===== config.mk =====
export PLATFORM = sky130hd
export DESIGN_NAME = modbus_slave_fe
export DESIGN_NICKNAME = d
export VERILOG_FILES = /design/src/pkg/mb_pkg.sv /design/src/verilog/modbus_slave_fe.sv
export VERILOG_INCLUDE_DIRS = /design/src /design/src/pkg
export SDC_FILE = /design/constraint.sdc
export NUM_CORES = 2
export LEC_CHECK = 0
export ABC_AREA = 1
export BUFFER_PORTS_ARGS = -buffer_cell sky130_fd_sc_hd__buf_4
export CELL_PAD_IN_SITES_DETAIL_PLACEMENT = 1
export CELL_PAD_IN_SITES_GLOBAL_PLACEMENT = 1
export CORE_MARGIN = 1.5
export CORE_UTILIZATION = 40
export CTS_BUF_LIST = sky130_fd_sc_hd__clkbuf_16
export CTS_CLUSTER_DIAMETER = 200
export DETAILED_ROUTE_END_ITERATION = 8
export PLACE_DENSITY = 0.74
export REMOVE_ABC_BUFFERS = 1
export SYNTH_ARGS = -nofsm -noshare
export SYNTH_HDL_FRONTEND = slang
export SYNTH_SLANG_ARGS = --single-unit

===== constraint.sdc =====
create_clock -name mclk -period 61.3 [get_ports mclk]
set_clock_uncertainty 0.05 [all_clocks]
set_input_delay 3.065 -clock mclk [delete_from_list [all_inputs] [get_ports mclk]]
set_output_delay 3.065 -clock mclk [all_outputs]
set_load 0.005 [all_outputs]

===== src/pkg/mb_consts.svh =====
`ifndef MB_CONSTS_SVH
`define MB_CONSTS_SVH
`define MB_CLK_HZ        40000000
`define MB_TCP_TOUT_US   1000
`define MB_GAP_HALFBITS  32'h0000004d
`define MB_BAUD0         32'h000004b0
`define MB_BAUD1         32'h00000960
`define MB_BAUD2         32'h000012c0
`define MB_BAUD3         32'h00002580
`define MB_BAUD4         32'h00004b00
`define MB_ADDR_MIN      8'h01
`define MB_ADDR_MAX      8'hf7
`define MB_ADDR_BCAST    8'h00
`define MB_ADDR_RST      8'h01
`define MB_BAUD_RST      3'h3
`define MB_PORT_DEF      16'h01f6
`define MB_PORT_ENIP     16'haf12
`define MB_CRC_INIT      16'hffff
`define MB_CRC_POLY      16'ha001
`define MB_FC_READ       8'h03
`define MB_FC_WRITE      8'h06
`define MB_HOLD_BASE     16'h0000
`define MB_REQ_LEN       4'h8
`define MB_RD_RSP_LEN    4'h7
`define MB_OFF_CTRL      8'h00
`define MB_OFF_ETH0      8'h04
`define MB_OFF_ETH1      8'h08
`endif


===== src/pkg/mb_pkg.sv =====
`include "mb_consts.svh"
package mb_pkg;
  typedef enum logic [2:0] {PR_NONE, PR_MODBUS, PR_IEC61850, PR_ENIP, PR_DNP3} proto_t;
  typedef enum logic [1:0] {PAR_NONE, PAR_EVEN, PAR_ODD} parity_t;
  typedef enum logic {RX_IDLE, RX_BITS} rx_t;
  typedef enum logic [1:0] {TX_IDLE, TX_LOAD, TX_BITS} tx_t;
  typedef struct packed {
    logic        inst;
    logic [15:0] port;
    logic [7:0]  unit;
    logic [7:0]  fc;
    logic [15:0] addr;
    logic [15:0] data;
  } tcp_req_t;
  typedef struct packed {
    logic        inst;
    logic [7:0]  fc;
    logic [15:0] addr;
    logic [15:0] data;
  } tcp_rsp_t;
  typedef struct packed {
    logic        vld;
    logic        bcast;
    logic [1:0]  src;
    logic [7:0]  fc;
    logic [15:0] addr;
    logic [15:0] data;
  } job_t;
  typedef struct packed {
    logic [15:0] msg;
    logic [15:0] err;
    logic [15:0] tout;
  } cnt_t;
  typedef struct packed {
    logic [7:0] station; logic [2:0] baud; parity_t parity; proto_t serProto;
    proto_t [1:0] ethProto; logic [1:0][15:0] ethPort;
    cnt_t [2:0] cnt; logic [15:0][15:0] hold;
    logic ack; logic [31:0] rdat;
    rx_t rx; logic [23:0] rxTmr; logic [3:0] rxIdx; logic [7:0] rxSh; logic rxBad;
    logic [23:0] idle; logic [3:0] fcnt; logic fErr; logic [15:0] fCrc;
    logic [7:0][7:0] fbuf;
    tx_t tx; logic [23:0] txTmr; logic [3:0] txBit; logic [10:0] txSh;
    logic [3:0] txPos; logic [3:0] txLen; logic [15:0] txCrc; logic [7:0][7:0] txBuf;
    logic txd; logic txEn;
    logic rspV; tcp_rsp_t rsp; logic [23:0] rspTmr;
  } state_t;
endpackage


===== src/verilog/modbus_slave_fe.sv =====
// How it works
// - Station address is settable 1 to 247; only own-address and broadcast queries are served.
// - Address zero is broadcast and is accepted as a query.
// - A valid query either returns the register or performs the write.
// - Serial bit rate is one of 1200, 2400, 4800, 9600, 19200.
// - Every serial character uses the set parity: none, even or odd.
// - All data lives in 16-bit read-write holding registers.
// - Reference 40xxxx selects holding register at address xxxx.
// - Each port has a protocol setting: none, Modbus, IEC 61850, EtherNet/IP, DNP3.
// - Network port defaults to 502, or 44818 with EtherNet/IP.
// - One transaction engine serves both TCP and RTU.
// - TCP requests must match both station address and TCP port.
// - Modbus is served on a port only when its protocol is Modbus.
// - IEC 61850 is selectable only on units built with that option.
`include "mb_consts.svh"
module modbus_slave_fe
  import mb_pkg::*;
#(
  parameter int unsigned ClkHz     = `MB_CLK_HZ,     // System clock rate in Hz.
  parameter int unsigned TcpToutUs = `MB_TCP_TOUT_US // Reply hand-off limit in us.
) (
  input  wire logic        mclk,        // System clock.
  input  wire logic        rstn,        // Synchronous reset.
  input  wire logic        wbCyc,       // Bus cycle.
  input  wire logic        wbStb,       // Bus strobe.
  input  wire logic        wbWe,        // Write enable.
  input  wire logic [7:0]  wbAdr,       // Byte address.
  input  wire logic [3:0]  wbSel,       // Byte lanes.
  input  wire logic [31:0] wbDatI,      // Write data.
  output logic      [31:0] wbDatO,      // Read data.
  output logic             wbAck,       // Acknowledge.
  input  wire logic        iecOption,   // Unit built with IEC 61850.
  input  wire logic        rtuRxd,      // Serial receive line.
  output logic             rtuTxd,      // Serial transmit line.
  output logic             rtuTxEn,     // Line driver enable.
  input  wire logic        tcpReqValid, // Request from the stack.
  output logic             tcpReqReady, // Engine can take it.
  input  wire tcp_req_t    tcpReq,      // Request fields.
  output logic             tcpRspValid, // Reply for the stack.
  input  wire logic        tcpRspReady, // Stack takes the reply.
  output tcp_rsp_t         tcpRsp       // Reply fields.
);
  localparam logic [23:0] ToutCyc = 24'(ClkHz / 1000000 * TcpToutUs);

  state_t q;
  state_t s;
  job_t job;
  logic serEval;
  logic [2:0] msgInc;
  logic [2:0] errInc;
  logic [2:0] toutInc;
  logic [23:0] bitCyc;
  logic [23:0] gapCyc;

  function automatic logic [15:0] crcStep(logic [15:0] c, logic [7:0] b);
    logic [15:0] r;
    r = c ^ {8'h00, b};
    for (int i = 0; i < 8; i++) begin
      r = r[0] ? ((r >> 1) ^ `MB_CRC_POLY) : (r >> 1);
    end
    return r;
  endfunction

  function automatic logic parBit(parity_t p, logic [7:0] b);
    return (p == PAR_ODD) ? ~^b : ^b;
  endfunction

  function automatic logic [23:0] bitLen(logic [2:0] sel);
    logic [31:0] baud;
    case (sel)
      3'h0: baud = `MB_BAUD0;
      3'h1: baud = `MB_BAUD1;
      3'h2: baud = `MB_BAUD2;
      3'h4: baud = `MB_BAUD4;
      default: baud = `MB_BAUD3;
    endcase
    return 24'(ClkHz / baud);
  endfunction

  function automatic logic [31:0] merge(logic [31:0] o, logic [31:0] n, logic [3:0] m);
    logic [31:0] r;
    r = o;
    for (int i = 0; i < 4; i++) begin
      if (m[i]) r[8*i +: 8] = n[8*i +: 8];
    end
    return r;
  endfunction

  function automatic logic protoOk(logic [2:0] p, logic iec);
    return (p <= 3'(PR_DNP3)) && !(p == 3'(PR_IEC61850) && !iec);
  endfunction

  assign bitCyc = bitLen(q.baud);
  // Silence is counted in half bits so the fraction of a character is exact.
  // Counting starts at the stop-bit sample, so half a bit covers the rest of that bit.
  assign gapCyc = 24'(((32'(bitCyc) * `MB_GAP_HALFBITS + 32'h1) >> 1) + 32'(bitCyc >> 1));

  always_comb begin
    logic [31:0] w;
    logic [15:0] idx;
    logic [15:0] rd;
    logic [7:0] b;
    logic parOn;
    logic charDone;
    logic charBad;
    logic ok;
    logic [1:0] k;
    s = q;
    job = '0;
    serEval = 1'b0;
    msgInc = '0;
    errInc = '0;
    toutInc = '0;
    w = '0;
    idx = '0;
    rd = '0;
    b = '0;
    k = '0;
    charDone = 1'b0;
    charBad = 1'b0;
    ok = 1'b0;
    parOn = (q.parity != PAR_NONE);
    // Register bus: answer one cycle after the strobe, write on the ack edge.
    s.ack = wbCyc & wbStb & ~q.ack;
    if (wbCyc && wbStb && !q.ack) begin
      s.rdat = '0;
      if (wbAdr[7:6] == 2'b01) s.rdat = {16'h0000, q.hold[wbAdr[5:2]]};
      else if (wbAdr == `MB_OFF_CTRL)
        s.rdat = {16'h0000, q.serProto, q.parity, q.baud, q.station};
      else if (wbAdr == `MB_OFF_ETH0 || wbAdr == `MB_OFF_ETH1)
        s.rdat = {q.ethPort[wbAdr[3]], 13'h0000, q.ethProto[wbAdr[3]]};
      else if (wbAdr[7:4] != 4'h0 && wbAdr[7:4] <= 4'h3 && wbAdr[3:2] != 2'b11) begin
        k = 2'(wbAdr[5:4] - 2'b01);
        s.rdat = {16'h0000, wbAdr[3:2] == 2'b00 ? q.cnt[k].msg :
                  wbAdr[3:2] == 2'b01 ? q.cnt[k].err : q.cnt[k].tout};
      end
    end
    if (wbCyc && wbStb && wbWe && q.ack) begin
      if (wbAdr[7:6] == 2'b01) begin
        w = merge({16'h0000, q.hold[wbAdr[5:2]]}, wbDatI, wbSel);
        s.hold[wbAdr[5:2]] = w[15:0];
      end else if (wbAdr == `MB_OFF_CTRL) begin
        w = merge({16'h0000, q.serProto, q.parity, q.baud, q.station}, wbDatI, wbSel);
        if (w[7:0] >= `MB_ADDR_MIN && w[7:0] <= `MB_ADDR_MAX) s.station = w[7:0];
        if (w[10:8] <= 3'h4) s.baud = w[10:8];
        if (w[12:11] != 2'b11) s.parity = parity_t'(w[12:11]);
        if (protoOk(w[15:13], iecOption)) s.serProto = proto_t'(w[15:13]);
      end else if (wbAdr == `MB_OFF_ETH0 || wbAdr == `MB_OFF_ETH1) begin
        k = {1'b0, wbAdr[3]};
        w = merge({q.ethPort[k[0]], 13'h0000, q.ethProto[k[0]]}, wbDatI, wbSel);
        if (protoOk(w[2:0], iecOption)) begin
          s.ethProto[k[0]] = proto_t'(w[2:0]);
          if (w[2:0] != 3'(q.ethProto[k[0]]))
            s.ethPort[k[0]] = (w[2:0] == 3'(PR_ENIP)) ? `MB_PORT_ENIP : `MB_PORT_DEF;
          else
            s.ethPort[k[0]] = w[31:16];
        end
      end
    end
    // Serial receiver: half a bit to the start centre, then whole bits.
    case (q.rx)
      RX_IDLE: begin
        if (!rtuRxd) begin
          s.rx = RX_BITS;
          s.rxTmr = bitCyc >> 1;
          s.rxIdx = 4'h0;
          s.rxBad = 1'b0;
        end
      end
      RX_BITS: begin
        if (q.rxTmr != 24'h0) s.rxTmr = q.rxTmr - 24'h1;
        else begin
          s.rxTmr = bitCyc - 24'h1;
          s.rxIdx = q.rxIdx + 4'h1;
          if (q.rxIdx == 4'h0 && rtuRxd) s.rx = RX_IDLE;
          else if (q.rxIdx >= 4'h1 && q.rxIdx <= 4'h8) s.rxSh = {rtuRxd, q.rxSh[7:1]};
          else if (q.rxIdx == 4'h9 && parOn) s.rxBad = (rtuRxd != parBit(q.parity, q.rxSh));
          if (q.rxIdx == (parOn ? 4'ha : 4'h9)) begin
            s.rx = RX_IDLE;
            charDone = 1'b1;
            charBad = q.rxBad | ~rtuRxd;
          end
        end
      end
      default: s.rx = RX_IDLE;
    endcase
    if (charDone) begin
      if (q.fcnt < `MB_REQ_LEN) s.fbuf[q.fcnt[2:0]] = q.rxSh;
      if (q.fcnt != 4'h9) s.fcnt = q.fcnt + 4'h1;
      s.fCrc = crcStep(q.fCrc, q.rxSh);
      s.fErr = q.fErr | charBad;
    end
    if (q.rx != RX_IDLE || !rtuRxd) s.idle = 24'h0;
    else if (q.idle < gapCyc) s.idle = q.idle + 24'h1;
    if (q.fcnt != 4'h0 && q.idle >= gapCyc) begin
      s.fcnt = 4'h0;
      s.fErr = 1'b0;
      s.fCrc = `MB_CRC_INIT;
      if (q.serProto == PR_MODBUS) begin
        serEval = 1'b1;
        if (q.fErr) errInc[0] = 1'b1;
        else if (q.fcnt < `MB_REQ_LEN) toutInc[0] = 1'b1;
        else if (q.fcnt > `MB_REQ_LEN || q.fCrc != 16'h0000) errInc[0] = 1'b1;
        else if (q.fbuf[0] == q.station || q.fbuf[0] == `MB_ADDR_BCAST) begin
          job = '{1'b1, q.fbuf[0] == `MB_ADDR_BCAST, 2'b00, q.fbuf[1],
                  {q.fbuf[2], q.fbuf[3]}, {q.fbuf[4], q.fbuf[5]}};
          msgInc[0] = 1'b1;
        end
      end
    end
    // Network requests wait while a serial job or an unsent reply holds the engine.
    tcpReqReady = !job.vld && !q.rspV;
    if (tcpReqValid && tcpReqReady) begin
      k = {1'b0, tcpReq.inst};
      if (q.ethProto[k[0]] == PR_MODBUS && tcpReq.port == q.ethPort[k[0]] &&
          (tcpReq.unit == q.station || tcpReq.unit == `MB_ADDR_BCAST)) begin
        job = '{1'b1, tcpReq.unit == `MB_ADDR_BCAST, 2'(k + 2'b01), tcpReq.fc,
                tcpReq.addr, tcpReq.data};
        msgInc[k + 2'b01] = 1'b1;
      end
    end
    // Shared transaction engine for both transports.
    if (job.vld) begin
      idx = job.addr - `MB_HOLD_BASE;
      ok = (idx < 16'h0010) && (job.fc == `MB_FC_WRITE ||
           (job.fc == `MB_FC_READ && job.data == 16'h0001));
      if (!ok) errInc[job.src] = 1'b1;
      else begin
        if (job.fc == `MB_FC_WRITE) s.hold[idx[3:0]] = job.data;
        rd = (job.fc == `MB_FC_WRITE) ? job.data : q.hold[idx[3:0]];
        if (!job.bcast && job.src == 2'b00 && q.tx == TX_IDLE) begin
          s.txBuf = q.fbuf;
          s.txLen = `MB_REQ_LEN;
          if (job.fc == `MB_FC_READ) begin
            s.txBuf[2] = 8'h02;
            s.txBuf[3] = rd[15:8];
            s.txBuf[4] = rd[7:0];
            s.txLen = `MB_RD_RSP_LEN;
          end
          s.tx = TX_LOAD;
          s.txPos = 4'h0;
          s.txCrc = `MB_CRC_INIT;
          s.txEn = 1'b1;
        end else if (!job.bcast && job.src != 2'b00) begin
          s.rspV = 1'b1;
          s.rsp = '{job.src[1], job.fc, job.addr, rd};
          s.rspTmr = 24'h0;
        end
      end
    end
    // Serial transmitter; the check bytes are built while the body goes out.
    case (q.tx)
      TX_IDLE: s.txd = 1'b1;
      TX_LOAD: begin
        s.txd = 1'b1;
        if (q.txPos == q.txLen) begin
          s.tx = TX_IDLE;
          s.txEn = 1'b0;
        end else begin
          if (q.txPos < q.txLen - 4'h2) begin
            b = q.txBuf[q.txPos[2:0]];
            s.txCrc = crcStep(q.txCrc, b);
          end else b = (q.txPos == q.txLen - 4'h2) ? q.txCrc[7:0] : q.txCrc[15:8];
          s.txSh = parOn ? {1'b1, parBit(q.parity, b), b, 1'b0} : {2'b11, b, 1'b0};
          s.txBit = parOn ? 4'hb : 4'ha;
          s.txTmr = bitCyc - 24'h1;
          s.txPos = q.txPos + 4'h1;
          s.tx = TX_BITS;
        end
      end
      TX_BITS: begin
        s.txd = q.txSh[0];
        if (q.txTmr != 24'h0) s.txTmr = q.txTmr - 24'h1;
        else begin
          s.txTmr = bitCyc - 24'h1;
          s.txSh = {1'b1, q.txSh[10:1]};
          s.txBit = q.txBit - 4'h1;
          if (q.txBit == 4'h1) s.tx = TX_LOAD;
        end
      end
      default: s.tx = TX_IDLE;
    endcase
    // A reply the stack never takes is dropped and counted as a timeout.
    if (q.rspV) begin
      if (tcpRspReady) s.rspV = 1'b0;
      else if (q.rspTmr >= ToutCyc - 24'h1) begin
        s.rspV = 1'b0;
        toutInc[{1'b0, q.rsp.inst} + 2'b01] = 1'b1;
      end else s.rspTmr = q.rspTmr + 24'h1;
    end
    for (int i = 0; i < 3; i++) begin
      s.cnt[i].msg = q.cnt[i].msg + {15'h0000, msgInc[i]};
      s.cnt[i].err = q.cnt[i].err + {15'h0000, errInc[i]};
      s.cnt[i].tout = q.cnt[i].tout + {15'h0000, toutInc[i]};
    end
  end

  always_ff @(posedge mclk) begin
    if (!rstn) begin
      q <= '0;
      q.station <= `MB_ADDR_RST;
      q.baud <= `MB_BAUD_RST;
      q.serProto <= PR_MODBUS;
      q.ethPort <= {`MB_PORT_DEF, `MB_PORT_DEF};
      q.fCrc <= `MB_CRC_INIT;
      q.txd <= 1'b1;
    end else begin
      q <= s;
    end
  end

  assign wbAck = q.ack;
  assign wbDatO = q.rdat;
  assign rtuTxd = q.txd;
  assign rtuTxEn = q.txEn;
  assign tcpRspValid = q.rspV;
  assign tcpRsp = q.rsp;
endmodule


# Yosys cells after proc, flatten, opt, wreduce, memory -nomap -nowiden
# Cells that the tools add are included.
# op_classes
n_eq_ne	38
reduce_logical	83
add_sub_neg	24
bitwise_logic	34
n_mux	190
div	1
n_lt_le_gt_ge	32
multipliers	1
# ops
cell	count
2-to-1 mux 256 bit	5
2-to-1 mux 16 bit	33
bitwise mux 256 bit	2
2-to-1 mux 44 bit	8
2-to-1 mux 88 bit	3
2-to-1 mux 8 bit	31
adder 16 x 1 -> 16 bit	9
2-to-1 mux 24 bit	6
2-to-1 mux 67 bit	2
2-to-1 mux 66 bit	2
binary-select mux 16 bit (select 4 bit)	2
demux 16 bit (select 4 bit)	2
2-to-1 mux 32 bit	4
binary-select mux 48 bit (select 2 bit)	1
one-hot mux 39 bit (2 select lines)	1
subtractor 24 x 1 -> 24 bit, second input constant	3
bitwise mux 32 bit	2
bitwise mux 64 bit	1
one-hot mux 15 bit (4 select lines)	1
one-hot mux 29 bit (2 select lines)	1
2-to-1 mux 3 bit	17
adder 24 x 1 -> 24 bit, second input constant	2
2-to-1 mux 48 bit	1
NOT 2 -> 3 bit	16
other kinds (88)	248
# word_totals
input_bits	118
output_inout_bits	78
regBits	831
elab_cells	478

# Depth between registers and ports, before layout
# depth
ltp_word	23
mapped_depth	335

# Least setup slack after synthesis
# Ideal clock, no wire load.
# synth_timing
path_kind	register -> register
start	reg q[821] (netlist name)
end	reg q[759] (netlist name)
slack_ps	20401
stages_incl_launch_ff	298
arrival_time_ps	40717
path_cell_list	dfxtp_1 inv_1 nand2_4 buf_4 buf_4 buf_6 clkbuf_8 clkbuf_1 clkbuf_1 clkbuf_1 clkbuf_1 nor2_1 ha_1 a31oi_1 nor4_1 a21oi_1 nand3_2 nand2_4 [262 not listed] o22ai_1 nor4_1 nand4_1 nor3_1 or2_2 clkbuf_1 nor3_1 ha_1 ha_1 nand2_1 nor2_1 nand3_1 nor3_1 nand4_1 nor3_1 nand2_1 nor2_1 nor3_1
# synth_between
elab_chain_len	21
word_cells_on_any_way	33
cone_classes	3 x add/sub; 1 x mul; 1 x div; 4 x order compare; 6 x eq/ne; 8 x mux; 1 x bitwise; 9 x reduce/logical
# synth_rtl
element	line_no	text
from (decl)	modbus_slave_fe.sv:45	state_t q;
from (signal assigned)	modbus_slave_fe.sv:308	q <= s;
== test 3 bit, or another cell as far along	modbus_slave_fe.sv:70	case (sel)
one-hot mux 15 bit (4 select lines) *	modbus_slave_fe.sv:70	
divider 26 x 32 -> 32 bit *	modbus_slave_fe.sv:77	return 24'(ClkHz / baud);
multiplier 24 x 7 -> 25 bit (no line)	--	
adder 25 x 1 -> 25 bit	modbus_slave_fe.sv:96	assign gapCyc = 24'(((32'(bitCyc) * `MB_GAP_HALFBITS + 32'h1) >> 1) + 32'(bitCyc >> 1));
adder 24 x 23 -> 24 bit *	modbus_slave_fe.sv:96	
greater-or-equal comparator 24 bit *	modbus_slave_fe.sv:195	if (q.fcnt != 4'h0 && q.idle >= gapCyc) begin
logical AND 1 bit *	modbus_slave_fe.sv:195	
[3 not listed]	--	
net tcpReqReady	modbus_slave_fe.sv:37	output logic tcpReqReady,
[2 not listed]	--	
< comparator 2 x 3 -> 1 bit (implied by the code) or greater-or-equal comparator 2 x 1 -> 1 bit (tied branches)	modbus_slave_fe.sv:227	if (!ok) errInc[job.src] = 1'b1;
logical AND 1 bit (implied by the code)	modbus_slave_fe.sv:227	
2-to-1 mux 1 bit (implied by the code)	modbus_slave_fe.sv:227	
demux 1 bit (select 2 bit)	modbus_slave_fe.sv:227	
bitwise OR 1 x 3 -> 3 bit (no line)	--	
2-to-1 mux 3 bit	modbus_slave_fe.sv:227	
2-to-1 mux 3 bit *	modbus_slave_fe.sv:223	if (job.vld) begin
adder 16 x 1 -> 16 bit *	modbus_slave_fe.sv:293	s.cnt[i].err = q.cnt[i].err + {15'h0000, errInc[i]};
# Mark *: on every way through the listed nets, which the timed path passes. The rest lies on a longest branch.
# A chain may end at the register's enable or synchronous reset.

# Final worst setup path
# layout_timing
start	reg q[821] (netlist name)
end	reg q[139] (netlist name)
# layout_between
elab_chain_len	22
word_cells_on_any_way	34
cone_classes	2 x add/sub; 1 x mul; 1 x div; 2 x order compare; 6 x eq/ne; 10 x mux; 12 x reduce/logical
# layout_rtl
element	line_no	text
== test 3 bit, or another cell as far along	modbus_slave_fe.sv:70	
one-hot mux 15 bit (4 select lines) *	modbus_slave_fe.sv:70	
divider 26 x 32 -> 32 bit *	modbus_slave_fe.sv:77	
multiplier 24 x 7 -> 25 bit (no line)	--	
adder 25 x 1 -> 25 bit	modbus_slave_fe.sv:96	
adder 24 x 23 -> 24 bit *	modbus_slave_fe.sv:96	
greater-or-equal comparator 24 bit *	modbus_slave_fe.sv:195	
logical AND 1 bit *	modbus_slave_fe.sv:195	
[2 not listed]	--	
logical AND 1 bit	modbus_slave_fe.sv:212	tcpReqReady = !job.vld && !q.rspV;
logical AND 1 bit	modbus_slave_fe.sv:213	if (tcpReqValid && tcpReqReady) begin
2-to-1 mux 44 bit *	modbus_slave_fe.sv:213	
parallel branches: the longest is 5 deep, another holds < comparator 16 x 5 -> 1 bit	--	
2-to-1 mux 88 bit *	modbus_slave_fe.sv:223	
2-to-1 mux 16 bit	modbus_slave_fe.sv:260	if (q.txPos < q.txLen - 4'h2) begin
2-to-1 mux 16 bit	modbus_slave_fe.sv:256	if (q.txPos == q.txLen) begin
2-to-1 mux 16 bit *	modbus_slave_fe.sv:252	case (q.tx)
# Every way passes the cells marked *.

==> results.yml <==
logic_synthesis:
  synth_fa_ha_area_frac: 0.07490
  synth_flop_cell: "dfxtp_1"
  synth_top_area_frac: 0.2597
  synth_top_family_by_area: "simple AND/OR/NAND/NOR gates"
  netlist_area_um2: 63910
  ys_warn_count: 0
  yosysUniqueCellTypes: 90
  synth.yosys.seq_area_share: 0.2597
  syn_avg_cell_area_um2: 6.568
  async_reset_ff_frac: 0
  netlist_top_cells_count: "1751 x nand2_1, 1218 x inv_1, 1070 x o21ai_0"
  synth_cells: 9731
  ys_ff_latch: 829
  synth_edf_count: 0
  synth-xor-area-share: 0.04001
  synth_compound_area_frac: 0.2514
  yosysMostFrequentCell: "nand2_1"
  yosys-top-cells-area: "dfxtp_1 26%, nand2_1 10%, o21ai_0 8.4%, inv_1 7.2%, ha_1 6.5%"
  yosys.area.top_type: "dfxtp_1"
  synth-simple-area-share: 0.2519
  synth_mux_area_frac: 0.004698
power:
  fin_total_pwr_mw: 1.775
  power_leakage_nw: 29.78
  vdd_ir_drop_max_v: 0.00002166
  powerDensity_nw_per_um2: 25.44
placed_design:
  hpwl_um: 209100
  gp_routability_congestion: 0.9847
  port_buffers: 195
grt:
  grt_pass1_vias: 70230
  antenna_found_initial: 9
  grt_overflow: 0
  grt_max_degree: 105
  grt_use_total: 0.3409
  grt_pass1_wl_um: 430300
route:
  vias: 70310
  wl_um: 285800
  wl_met2_um: 130500
  routedWlPerCell_um: 24.31
  wl_met1_um: 118500
  viasPerCell: 5.979
  first_pass_iters: 6
  drcViolationCount: 0
  drt_iter0_drc: 5641
  route.met3.wl_um: 17990
  ant_nets: 0
  top_layer: "met5"
timing:
  hold_viol: 0
  rsz0062_at_grt: "false"
  fmax_ghz: 0.01962
  maxSlewViolCount: 0
  worst_pin_slew_ps: 1309
  hold_ws_ps: 386.1
  slew_headroom: 0.1264
  setup_tns_ps: 0
  fin_crit_ps: 50960
  setup_viol: 0
  post-route-period-util: 0.8313
critical_path:
  critical_path.max_fanout: 69
  rrSetupSlack_ps: 10340
  required_ps: 61940
  crit_start: "q[821]"
  crit_type: "reg -> reg"
  cp-start-kind: "register"
  cp.arrival_ps: 51600
  endpoint_kind: "register"
  r2r_cells: 261
  slowest_stage: "o22ai_1"
  r2r_end: "q[139]"
  critPathMaxStageDelay_ps: 1000
  reg2reg_from: "q[821]"
  path_common_cell: "nand2_1"
hold_path:
  hold_path_depth: 2
  holdCritPathClass: "reg -> reg"
  worstHoldEndpoint: "q[305]"
  min_from: "q[305]"
clocking:
  cts_htree_levels: 3
  insertion_delay_ps: 790
  postCtsSetupBuffers: 0
  numCtsBuffers: 100
  cts.sinks: 829
  cts_resized: 0
  cts_tree: "built"
  cts_hold_buf: 0
  clockBufferDepth: 3
  cts_root_buf: "clkbuf_16"
  clkTransAtPathRegs_ps: 60
floorplan:
  die_area_um2: 162200
  fp.coreArea_um2: 158600
  die_w_um: 402.7
  rows: 146
  io_pins: 196
  initial_core_util: 0.4031
  die_y_um: 402.7
final_layout:
  final_util: 0.4399
  multi_input_area_um2: 40010
  n_fill_cell: 20740
  syn_to_final_growth_pct: 9.134
  fin_nets: 10080
  drive_gt1_frac: 0.08058
  ff_latch_area_um2: 16600
flow_run:
  max-cap-violations: 0
run_status:
  status: "finished, final reports clean"
## per-layer routing
layer | track usage | vias to the layer above
met1 | 0.4260 | 34280
met4 | 0.1994 | 4
met2 | 0.5571 | 2499
met5 | 0 | -
met3 | 0.05072 | 774
li1 | - | 32760
## area by class of cell
| cell class | instances | area share |
|---|---|---|
| inverters | 1273 | 0.06890 |
| repair buffers | 326 | 0.03519 |
| flip-flops and latches | 829 | 0.2379 |
| well taps | 2072 | 0.03717 |
| diodes | 7 | 0.0002511 |
| clock inverters | 80 | 0.01114 |
| clock buffers | 100 | 0.03588 |
| multi-input cells | 7072 | 0.5735 |
## kinds of logic after synthesis
group | count (synthesis)
buffers and inverters | 1833
AND/OR/NAND/NOR | 3597
multiplexers | 28
adder cells (fa/ha/maj) | 364
AO/OA/AOI/OAI | 2786
flip-flops | 829
XOR/XNOR | 292
other | 2
## layout by cell type, fill, tap and decap left out, drive strengths merged, types with 97 or more instances in the layout
cell type | Yosys | final
o21ai | 1092 | 1092
dfxtp | 829 | 829
xnor2 | 97 | 97
a21oi | 831 | 831
ha | 333 | 333
nand2 | 1814 | 1814
inv | 1241 | 1266
xor2 | 195 | 195
clkbuf | 403 | 100
nand4 | 177 | 177
nand3 | 447 | 447
a211oi | 170 | 170
buf | 155 | 326
nor2 | 822 | 822
o22ai | 227 | 227
nor3 | 142 | 142
## metrics by stage
step	setup WS (ps)	instances	area, um^2
2_1_floorplan	16580	9174	61230
3_3_place_gp	13300	11570	66460
3_5_place_dp	11360	11570	66460
4_1_cts	11110	11750	69730
5_1_grt	5943	11760	69740
6_report	10340	11760	69750
## worst max-delay path, delay by kind of cell, from the launching register on
family          cells  cell delay (ps)
xor+xnor            5              880
fa+ha+maj          25             7910
compound gates     67            13910
flops               1              440
buf+inv            51             9120
simple gates      113            18200
## registers in the layout, indices dropped and copies added, names as in the netlist
register	flops
q	752
rtuTxEn	1
rtuTxd	1
tcpRsp	41
tcpRspValid	1
wbAck	1
wbDatO	32
## worst max path at each step
stage / endpoint / slack [ps] / cells past startpoint
global route: q[147] / 5940 / 266
detailed placement: q[145] / 11360 / 261
CTS: q[145] / 11110 / 258
floorplan: q[441] / 16580 / 252
global placement: q[140] / 13300 / 263
finish: q[139] / 10340 / 261
## report_power, final
part           switching (mW)  internal [mW]
Sequential            0.00289          0.542
Combinational           0.435          0.182
Clock                   0.273          0.341
No activity file was read; power rests on OpenSTA's default activity.
